`src/hdl/efd_pkg.sv`:
```
// Package for the external floppy drive side of the shared disk cable
package efd_pkg;

  // ==========================================================================
  // Timing
  localparam int CLK_MHZ         = 200;
  localparam int REV_PERIOD_US   = 200000;          // One spindle revolution (300 rpm)
  localparam int REV_CYCLES      = REV_PERIOD_US * CLK_MHZ;
  localparam int INDEX_PULSE_US  = 2;               // Low time of the index pulse
  localparam int INDEX_CYCLES    = INDEX_PULSE_US * CLK_MHZ;
  localparam int SPINUP_US       = 500000;          // Motor on to ready
  localparam int SPINUP_CYCLES   = SPINUP_US * CLK_MHZ;

  // ==========================================================================
  // Geometry and identification
  localparam int          TRACK_W       = 7;
  localparam logic [6:0]  OUTER_TRACK   = 7'h00;
  localparam logic [6:0]  LAST_TRACK    = 7'h4f;
  localparam logic [15:0] ID_DD_48TPI   = 16'h5555;  // Double density, double sided
  localparam logic [15:0] ID_USER_PFX   = 16'h0f00;  // User range prefix
  localparam logic [15:0] ID_EXT_PFX    = 16'hf000;  // Extension prefix
  localparam logic        MOTOR_RESET   = 1'b0;

  // ==========================================================================
  // Signals from the host, all active low except the head move way
  typedef struct packed {
    logic select_n;
    logic shared_spindle_on_n;
    logic head_side_n;
    logic head_move_pulse_n;
    logic head_move_way;
    logic write_stream_n;
    logic write_gate_n;
    logic drive_reset_n;
  } efd_host_s;

  // Open-drain status lines returned to the host
  typedef struct packed {
    logic head_at_outer_track_n;
    logic ready_n;
    logic write_protected_n;
    logic index_n;
    logic read_stream_n;
    logic media_swapped_n;
  } efd_stat_s;

  // Media state from the mechanism
  typedef struct packed {
    logic present;
    logic protect;
    logic read_bit;
  } efd_media_s;

endpackage : efd_pkg

```
`src/hdl/efd_drive.sv`:
```
// One external floppy drive: select decode, motor latch, head, status lines
`timescale 1ns/1ps

module efd_drive
  import efd_pkg::*;
#(
  parameter logic [15:0] DRIVE_ID   = ID_DD_48TPI,  // Identifier shifted out on ready
  parameter int          REV_CYC    = REV_CYCLES,   // Clocks per revolution
  parameter int          INDEX_CYC  = INDEX_CYCLES, // Clocks of index low
  parameter int          SPINUP_CYC = SPINUP_CYCLES // Clocks from motor on to ready
) (
  input  wire logic       clk,        // System clock
  input  wire logic       rst,        // Power-up reset
  input  wire efd_host_s  host,       // Cable inputs
  input  wire efd_media_s media,      // Mechanism state
  output efd_stat_s       stat_o,     // Open-drain levels (value when driven)
  output efd_stat_s       stat_oe_n,  // Output enables, low while driving
  output logic            motor_on,   // Spindle motor command
  output logic            head_side,  // Selected head, 1 means side one
  output logic [6:0]      track,      // Current head track
  output logic            write_en,   // Recording enabled
  output logic            write_bit   // Bit passed to the write head
);

  // ==========================================================================
  // State
  typedef enum {EFD_IDLE, EFD_ARMED} efd_id_e;

  logic        sel_q, next_sel_q;
  logic        step_q, next_step_q;
  logic        motor, next_motor;
  logic [6:0]  trk, next_trk;
  logic        chg, next_chg;
  logic [31:0] rev_cnt, next_rev_cnt;
  logic [31:0] spin_cnt, next_spin_cnt;
  logic [15:0] id_sh, next_id_sh;
  efd_id_e     id_st, next_id_st;
  efd_stat_s   next_stat_o, next_oe_n;
  logic        next_side, next_wen, next_wbit;

  logic sel, sel_fall, sel_rise, step_fall, at_speed;

  assign sel       = ~host.select_n;
  assign sel_fall  = sel & ~sel_q;
  assign sel_rise  = ~sel & sel_q;
  assign step_fall = sel & ~host.head_move_pulse_n & step_q;
  assign at_speed  = motor && (spin_cnt >= 32'(SPINUP_CYC));

  // ==========================================================================
  // Next-state logic
  always_comb begin
    next_sel_q    = sel;
    next_step_q   = host.head_move_pulse_n;
    next_motor    = motor;
    next_trk      = trk;
    next_chg      = chg;
    next_rev_cnt  = rev_cnt;
    next_spin_cnt = spin_cnt;
    next_id_sh    = id_sh;
    next_id_st    = id_st;
    // Motor flop loads on select falling edge
    if (sel_fall) begin
      next_motor = ~host.shared_spindle_on_n;
    end
    if (!host.drive_reset_n) begin
      next_motor = MOTOR_RESET;
    end
    // Head stepping
    if (step_fall) begin
      if (!host.head_move_way) begin
        if (trk != LAST_TRACK) next_trk = trk + 7'h01;
      end else begin
        if (trk != OUTER_TRACK) next_trk = trk - 7'h01;
      end
    end
    // Change latch: set wins over clear
    if (step_fall && media.present) next_chg = 1'b0;
    if (!media.present) next_chg = 1'b1;
    // Revolution and spin-up counters
    if (motor && media.present) begin
      next_rev_cnt = (rev_cnt >= 32'(REV_CYC - 1)) ? 32'h0 : rev_cnt + 32'h1;
      if (!at_speed) next_spin_cnt = spin_cnt + 32'h1;
    end else begin
      next_rev_cnt  = 32'h0;
      next_spin_cnt = 32'h0;
    end
    // ID shifter: a motor-off latch while idle arms and reloads, each deselect while armed advances
    case (id_st)
      EFD_IDLE: begin
        if (sel_fall && host.shared_spindle_on_n) begin
          // Loaded rotated right so that the shift on the next deselect puts the MSB first
          next_id_sh = {DRIVE_ID[0], DRIVE_ID[15:1]};
          next_id_st = EFD_ARMED;
        end
      end
      EFD_ARMED: begin
        if (sel_rise) next_id_sh = {id_sh[14:0], id_sh[15]};
        if (sel_fall && !host.shared_spindle_on_n) next_id_st = EFD_IDLE;
      end
      default: next_id_st = EFD_IDLE;
    endcase
    // Look at the motor as loaded at this edge, so the motor-off select can still arm
    if (next_motor) next_id_st = EFD_IDLE;
  end

  // Status line values, driven only while selected
  always_comb begin
    next_stat_o = '0;
    next_oe_n   = '1;
    if (sel) begin
      next_oe_n.head_at_outer_track_n = ~(trk == OUTER_TRACK);
      next_oe_n.write_protected_n     = ~(media.present & media.protect);
      next_oe_n.index_n = ~(motor && media.present
                            && rev_cnt < 32'(INDEX_CYC));
      next_oe_n.media_swapped_n = ~chg;
      next_oe_n.read_stream_n   = ~(motor & media.present & ~media.read_bit);
      // Ready: speed when motor on, ID bit (low for 1) when off
      if (motor) next_oe_n.ready_n = ~(at_speed & media.present);
      else       next_oe_n.ready_n = ~id_sh[15];
    end
    next_side = ~host.head_side_n;
    next_wen  = sel & ~host.write_gate_n & host.drive_reset_n
                & media.present & ~media.protect;
    next_wbit = next_wen & ~host.write_stream_n;
  end

  // ==========================================================================
  // Registers
  always_ff @(posedge clk or posedge rst) begin
    if (rst) begin
      sel_q     <= 1'b0;
      step_q    <= 1'b1;
      motor     <= MOTOR_RESET;
      trk       <= OUTER_TRACK;
      chg       <= 1'b1;  // Set at power-up
      rev_cnt   <= 32'h0;
      spin_cnt  <= 32'h0;
      id_sh     <= 16'h0;
      id_st     <= EFD_IDLE;
      stat_o    <= '0;
      stat_oe_n <= '1;
      motor_on  <= 1'b0;
      head_side <= 1'b0;
      track     <= OUTER_TRACK;
      write_en  <= 1'b0;
      write_bit <= 1'b0;
    end else begin
      sel_q     <= next_sel_q;
      step_q    <= next_step_q;
      motor     <= next_motor;
      trk       <= next_trk;
      chg       <= next_chg;
      rev_cnt   <= next_rev_cnt;
      spin_cnt  <= next_spin_cnt;
      id_sh     <= next_id_sh;
      id_st     <= next_id_st;
      stat_o    <= next_stat_o;
      stat_oe_n <= next_oe_n;
      motor_on  <= next_motor;
      head_side <= next_side;
      track     <= next_trk;
      write_en  <= next_wen;
      write_bit <= next_wbit;
    end
  end

endmodule : efd_drive

```
`config.mk`:
```
export PLATFORM = sky130hd
export DESIGN_NAME = efd_drive
export DESIGN_NICKNAME = d
export VERILOG_FILES = /design/src/hdl/efd_pkg.sv /design/src/hdl/efd_drive.sv
export SDC_FILE = /design/constraint.sdc
export NUM_CORES = 1
export LEC_CHECK = 0
export BUFFER_PORTS_ARGS = -buffer_cell sky130_fd_sc_hd__buf_2
export CORE_ASPECT_RATIO = 0.7
export CORE_UTILIZATION = 45
export DETAILED_ROUTE_END_ITERATION = 6
export PLACE_DENSITY = 0.66
export SLEW_MARGIN = 20
export SYNTH_ARGS = -nofsm -noshare
export SYNTH_HDL_FRONTEND = slang
export SYNTH_SLANG_ARGS = --single-unit
```
`constraint.sdc`:
```
create_clock -name clk -period 4.05 [get_ports clk]
set_input_delay 0.405 -clock clk [delete_from_list [all_inputs] [get_ports clk]]
set_output_delay 0.405 -clock clk [all_outputs]
set_load 0.05 [all_outputs]
```
==> results of run 1 <==
## cells in the mapped netlist, types with 4 or more instances
cell type and instances:
and3_1 12, or3_1 18, o21ai_0 26, a21oi_1 28, nor4_1 5, o31ai_1 10, nand2b_1 4, clkbuf_1 15
nand3_1 25, buf_4 6, nor3_1 12, xnor2_1 8, o22a_1 8, or4_1 10, nand2_1 44, a21o_1 4
dfstp_2 8, inv_1 10, dfrtp_1 93, a22o_1 8, nand4_1 13, ha_1 8, nor2_1 48, nor2b_1 4
xor2_1 21
## worst register-to-register path: stages, from the launching register on
cell and delay (ns):
dfrtp_1 0.38, or4_4 0.57, nor4_2 0.54, nand2_2 0.17, or4_1 0.49, a21oi_1 0.15
## report_power, final
group | total (uW) | internal (uW) | switching [uW]
Combinational | 490 | 164 | 326
Clock | 848 | 482 | 366
Sequential | 1200 | 1110 | 89.2
Total | 2530 | 1750 | 781
## sequential cells by signal, indices dropped and copies added (netlist names)
| register | count |
|---|---|
| write_en | 1 |
| step_q | 1 |
| id_sh | 16 |
| spin_cnt | 32 |
| head_side | 1 |
| sel_q | 1 |
| rev_cnt | 32 |
| chg | 1 |
| id_st | 1 |
| write_bit | 1 |
| trk | 7 |
| stat_oe_n | 6 |
| motor | 1 |
## layer usage
layer  track usage (%)  wire (um)  vias to the layer above
li1                  -          -                     1767
met1             25.83       4872                     1802
met2             26.16       4215                       47
met3             4.232        269                       11
met4             5.765        101                        0
met5                 0          0                        -
## area by class of cell
| type | count | share of cell area, % |
|---|---|---|
| Sequential cell | 101 | 47.57 |
| Multi-Input combinational cell | 358 | 40.23 |
| Clock buffer | 11 | 4.363 |
| Tap cell | 132 | 3.096 |
| Timing Repair Buffer | 30 | 2.862 |
| Clock inverter | 5 | 1.126 |
| Inverter | 10 | 0.7506 |
## cell families (layout without fill, tap and decap cells)
group / count (synthesis) / in the layout / share of synthesized area, %
XOR/XNOR: 29 / 29 / 5.296
flip-flops: 101 / 101 / 52.91
other: 1 / 12 / 0.07819
adder cells (fa/ha/maj): 9 / 9 / 2.505
AND/OR/NAND/NOR: 209 / 209 / 22.62
buffers and inverters: 33 / 56 / 3.209
AO/OA/AOI/OAI: 97 / 97 / 12.97
multiplexers: 2 / 2 / 0.4174
## worst paths after layout
path	slack, ns	from	end	depth (start not counted)
worst min-delay path	0.17	host[4]	step_q	1
max in group asynchronous	2.86	rst	stat_oe_n[2]	3
worst max-delay path	1.66	spin_cnt[28]	spin_cnt[21]	5
worst min register to register	0.47	chg	chg	2
worst max register to register	1.66	spin_cnt[28]	spin_cnt[21]	5
min in group asynchronous	0.25	rst	head_side	2
## stage by stage
step           power (uW)  setup WS [ns]  area [um2]  hold WS [ns]
2_1_floorplan        1582          1.011        4837        0.4095
3_3_place_gp         1684          1.787        5041        0.4325
3_5_place_dp         1702          1.695        5041        0.4436
4_1_cts              2555          1.658        5334        0.1618
5_1_grt              2652          1.549        5334        0.1626
6_report             2533          1.663        5334        0.1703
==> summary.txt, run 1 <==
Clock tree
  – Clock sink count: 101
  – # hold bufs at CTS: 0
  – Clock Tree Buf Depth: 2
  – H-tree depth: 3
  – CTS buffer count: 9
  – Post-CTS Repair Setup Buffers: 0
  – Clock Latency Late Sink: 0.35 ns
  – Clk slew on worst S/H paths: 0.06 ns
  – CTS tree: done
  – Post-CTS Resized: 0
  – CTS root buffer: clkbuf_16

Timing
  – # setup viols final: 0
  – RSZ-0062 raised after global routing: false
  – Part of the cycle the worst path needs: 58.93%
  – Measured slew at the worst slew-check pin: 1.041 ns
  – Setup TNS after final layout: 0 ns
  – Final hold vios: 0
  – Slew Limit Headroom: 30.07%
  – Setup Skew: 0.008627 ns
  – Min Tclk post-route: 2.387 ns
  – Final slew viol count: 0
  – Peak Freq: 419.0 MHz

Route
  – Drt wl/cell: 14.62 um
  – Via count: 3627
  – DRC: 2
  – Final wirelength: 9458 um
  – Final ANT Viol Nets: 0
  – Vias/cell: 5.606
  – DR pass1 iterations: 7
  – Initial drt markers: 265

Setup path
  – WP data required: 4.30 ns
  – CP Class: register to register
  – Endpoint class of the critical path: register
  – Crit-path cells: or4_4 -> nor4_2 -> nand2_2 -> or4_1 -> a21oi_1
  – CP Launch Type: register
  – Crit path max-delay family: simple AND/OR/NAND/NOR gates
  – CP max stage cell: or4_4
  – Worst Path Arrival: 2.63 ns
  – CP max FO: 6
  – CP bufs+invs: 0
  – Max incr delay on CP: 0.57 ns

Status
  – Status: complete, but fails checks
  – Failing checks: DRC

Global route
  – GR Util All Layers: 17.74%
  – Initial antenna violation count: 0
  – GRT Residual Overflow: 0
  – Pin count of the biggest net entering global routing: 75
  – Vias in the first global route: 3173
  – Global-route wire length before repair: 15560 um

Synth
  – Post-synth EDFFs: 0
  – Mean area per synthesized cell: 9.971 um2
  – Post-synthesis sequential area ratio: 52.91%
  – Synth area leaders: dfrtp_1 (49%), dfstp_2 (4.4%), xor2_1 (3.8%)
  – Synth Flop Type: dfrtp_1
  – Yosys top cell by area: dfrtp_1
  – Async S/R FF share, synth: 100.0%
  – Synth top area share: 48.53%
  – Post-synth cell types: 50
  – Yosys Warn Count: 0
  – Syn Inst Count: 481
  – Mapped Area: 4796 um2
  – Register bit total from synthesis: 101

Floorplanning
  – Die area: 11080 um2
  – DIE WIDTH: 125.4 um
  – Die Ht: 88.37 um
  – I/O Pins: 36
  – Initial core utilization: 46.31%
  – CORE AREA: 10360 um2
  – Number of cell rows: 31

Layout
  – Final nets: 532
  – Most frequent cells in the layout: dfrtp_1 (93), nor2_1 (48), nand2_1 (44), buf_2 (29), a21oi_1 (28)
  – Syn-to-layout area delta: 11.22%
  – Most common cell after layout, fill and taps aside: dfrtp_1
  – Layout cells sized above 1: 11.65%
  – Seq. cell area: 2537 um2
  – Fillers: 948
  – Area taken by multi-input logic gates: 2146 um2
  – Final Util: 51.50%
  – Fin cells: 647
  – # diodes: 0

Place
  – # port buffers: 29
  – Placed cells: 631
  – Placer Congestion: 0.8686
  – DPL Wire Length: 6301 um

Worst hold path
  – Worst hold path class: input pin to register

Job
  – Max-cap violations: 0

Power
  – Pleak: 0.002251 uW
  – Cell Pwr Density: 474.9 nW/um2
  – Worst VDD drop: 0.3264 mV
Note: power is estimated with default switching activity, not from simulation.
==> run 2, diff against run 1 <==
--- a/config.mk
+++ b/config.mk
@@ -5,11 +5,12 @@
 export SDC_FILE = /design/constraint.sdc
 export NUM_CORES = 1
 export LEC_CHECK = 0
+export ABC_AREA = 1
 export BUFFER_PORTS_ARGS = -buffer_cell sky130_fd_sc_hd__buf_2
 export CORE_ASPECT_RATIO = 0.7
 export CORE_UTILIZATION = 45
 export DETAILED_ROUTE_END_ITERATION = 6
-export PLACE_DENSITY = 0.66
+export PLACE_DENSITY = 0.68
 export SLEW_MARGIN = 20
 export SYNTH_ARGS = -nofsm -noshare
 export SYNTH_HDL_FRONTEND = slang
==> constraint.sdc (replaced) <==
create_clock -name clk -period 2.1 [get_ports clk]
set_input_delay 0.21 -clock clk [delete_from_list [all_inputs] [get_ports clk]]
set_output_delay 0.21 -clock clk [all_outputs]
set_load 0.05 [all_outputs]
==> run 2 against run 1 <==
Compared with the run above: the flow now finishes without violations; worst setup slack got worse by 1.5 ns; final area rose by 17%; die area rose by 15%; largest cell class is now multi-input gates; highest routed layer unchanged.
==> summary.txt, run 2 <==
Floorplanning
  – Die area: 12740 um2 (+15%)
  – DIE WIDTH: 134.5 um (+7.3%)
  – I/O Pins: 36 (unchanged)
  – CORE AREA: 11850 um2 (+14%)
  – Die Ht: 94.74 um (+7.2%)
  – Initial core utilization: 46.66% (+0.35 points)
  – Number of cell rows: 33 (+6.5%)

Setup path
  – Endpoint class of the critical path: register
  – CP max FO: 27 (+21)
  – CP Class: register to register
  – Worst Path Arrival: 2.20 ns (-0.43 ns)
  – Worst reg2reg path startpoint: spin_cnt[13]
  – Critical Path Source: spin_cnt[13]
  – WP data required: 2.38 ns (-1.92 ns)
  – CP Launch Type: register

Layout
  – Syn-to-layout area delta: 12.88%
  – Fillers: 1090 (+15%)
  – Area taken by multi-input logic gates: 2621 um2 (+22%)
  – Layout cells sized above 1: 8.987% (-2.7 points)
  – Fin cells: 947 (+46%)
  – Final nets: 807 (+52%)
  – Most frequent cells in the layout: nand2_1 (230), nor2_1 (138), dfrtp_1 (93), inv_1 (81), nand3_1 (44)
  – Seq. cell area: 2537 um2 (unchanged)
  – # diodes: 0 (unchanged)
  – Most common cell after layout, fill and taps aside: nand2_1
  – Biggest regs: rev_cnt (32), spin_cnt (32), id_sh (16)

Route
  – Met3 wire length: 840 um (+210%)
  – Met2 wire len: 5383 um (+28%)
  – Top Metal Used: met4
  – DRC: 0 (-2)
  – Final wirelength: 12750 um (+35%)
  – Metal-1 WL: 6369 um (+31%)
  – DR pass1 iterations: 5 (-2)
  – Via count: 4897 (+35%)
  – Final ANT Viol Nets: 0 (unchanged)
  – Drt wl/cell: 13.47 um (-7.9%)
  – Initial drt markers: 440 (+66%)
  – Vias/cell: 5.171 (-7.8%)

Timing
  – Measured slew at the worst slew-check pin: 0.5800 ns (-0.4610 ns)
  – Slew Limit Headroom: 61.33% (+31 points)
  – # setup viols final: 0 (unchanged)
  – Setup Skew: 0.01402 ns (+0.005389 ns)
  – Setup TNS after final layout: 0 ns (unchanged)
  – Final hold vios: 0 (unchanged)
  – RSZ-0062 raised after global routing: false
  – Part of the cycle the worst path needs: 91.29% (+32 points)
  – Final slew viol count: 0 (unchanged)
  – Min Tclk post-route: 1.917 ns (-0.4697 ns)
  – Peak Freq: 521.6 MHz (+25%)

Global route
  – Vias in the first global route: 4531 (+43%)
  – GR Util All Layers: 21.94% (+4.2 points)
  – Pin count of the biggest net entering global routing: 63 (-16%)
  – Global-route wire length before repair: 21800 um (+40%)
  – GRT Residual Overflow: 0 (unchanged)
  – Initial antenna violation count: 0 (unchanged)

Clock tree
  – H-tree depth: 3 (unchanged)
  – Clk slew on worst S/H paths: 0.08 ns (+0.02 ns)
  – Clock Tree Buf Depth: 2 (unchanged)
  – Clock Latency Late Sink: 0.35 ns (about the same)
  – Clock sink count: 101 (unchanged)
  – CTS tree: done
  – Post-CTS Repair Setup Buffers: 0 (unchanged)
  – CTS root buffer: clkbuf_16
  – CTS buffer count: 9 (unchanged)

Synth
  – Post-synth EDFFs: 0 (unchanged)
  – Synth top area share: 42.09% (-6.4 points)
  – Mapped Area: 5529 um2 (+15%)
  – Synth area leaders: dfrtp_1 (42%), nand2_1 (16%), nor2_1 (9.4%)
  – Syn Inst Count: 739 (+54%)
  – Synth Flop Type: dfrtp_1
  – Post-synth top cells: nand2_1 (230), nor2_1 (138), dfrtp_1 (93), inv_1 (82), nand3_1 (44)
  – Yosys top cell by area: dfrtp_1
  – Yosys Warn Count: 0 (unchanged)
  – Async S/R FF share, synth: 100.0% (unchanged)
  – Post-synth cell types: 38 (-24%)
  – Mean area per synthesized cell: 7.482 um2 (-25%)
  – Post-synthesis sequential area ratio: 45.89% (-7.0 points)
  – Most frequent cell after synthesis: nand2_1
  – Register bit total from synthesis: 101 (unchanged)

Job
  – Max-cap violations: 0 (unchanged)

Place
  – DPL Wire Length: 9592 um (+52%)
  – Placed cells: 927 (+47%)
  – Placer Congestion: 0.9901 (+14%)
  – # port buffers: 29 (unchanged)

Worst hold path
  – Min-delay src: media[2]
  – Worst hold path class: input pin to register

Power
  – Worst VDD drop: 0.9910 mV (+200%)
  – Pleak: 0.002958 uW (+31%)
  – Cell Pwr Density: 802.8 nW/um2 (+69%)

Status
  – Status: completed
run 2: cell types whose count changed in the layout (fill, tap and decap cells not counted), moves of 12 or more:
cell,delta
a21oi_1,-23
and3_1,-12
inv_1,+72
nand2_1,+186
nand3_1,+19
nor2_1,+90
o21ai_0,-15
or3_1,-18
run 2: what timing repair did:
action / 4_1_cts / 5_1_grt
setup endpoints to repair: 0 / 39
hold endpoints to repair: 59 / 0
gates resized for setup: 0 / 2
hold buffers: 4 / 0
run 2: area by class of cell:
cell class,instances,area share [%]
clock buffer,9,3.609
clock inverter,7,1.464
tap,157,3.148
timing repair buffer,41,4.130
sequential,101,40.66
inverter,82,4.992
multi-input combinational,550,42.00
run 2: cells by family after synthesis:
family	share of synthesized area (%)
and+or+nand+nor	33.90
DFF	45.89
adders and majority gates	2.173
other	0.06782
xor gates and xnor gates	5.861
AOI/OAI and AO/OA	4.458
buffers and inverters	7.649
run 2: through the flow:
step	hold WS, ns	total power (uW)	cell area, um2	setup slack, ns	utilization (%)
after floorplan	0.2145	3084	5574	0.3062	-
after global placement	0.3278	3296	5873	0.1896	49.56
after detailed placement	0.3405	3344	5873	0.1145	49.56
after CTS	0.007693	5062	6230	0.1031	52.57
after global routing	0.02265	5257	6241	0.005886	52.67
final	0.02108	5010	6241	0.1829	52.67
run 2: path summary, 6_finish.rpt:
check / to / slack (ns) / cells past startpoint
max: spin_cnt[21] / 0.18 / 8
min: chg / 0.02 / 2
max reg2reg: spin_cnt[21] / 0.18 / 8
min reg2reg: rev_cnt[0] / 0.46 / 1
max in group asynchronous: stat_oe_n[5] / 1.14 / 4
min in group asynchronous: spin_cnt[5] / 0.49 / 4
run 2: routing by layer:
layer | GRT usage, % | vias to the layer above
met3 | 4.509 | 16
met1 | 32.12 | 2325
met5 | 0 | -
met4 | 5.618 | 0
met2 | 33.03 | 160
li1 | - | 2396
run 2: power breakdown:
| group | total [uW] | switching (uW) | internal, uW |
|---|---|---|---|
| clock | 1700 | 843 | 854 |
| sequential | 2260 | 135 | 2120 |
| combinational | 1060 | 733 | 324 |
| total | 5010 | 1710 | 3300 |
run 2: critical path: stages (launching register included):
cell     delay [ns]
dfrtp_1        0.46
nand2_1        0.12
nor2_1         0.25
nand3_1        0.13
nor2_2         0.21
nor2_4         0.13
nor2_8         0.34
nand2_1        0.09
nand2_1        0.11
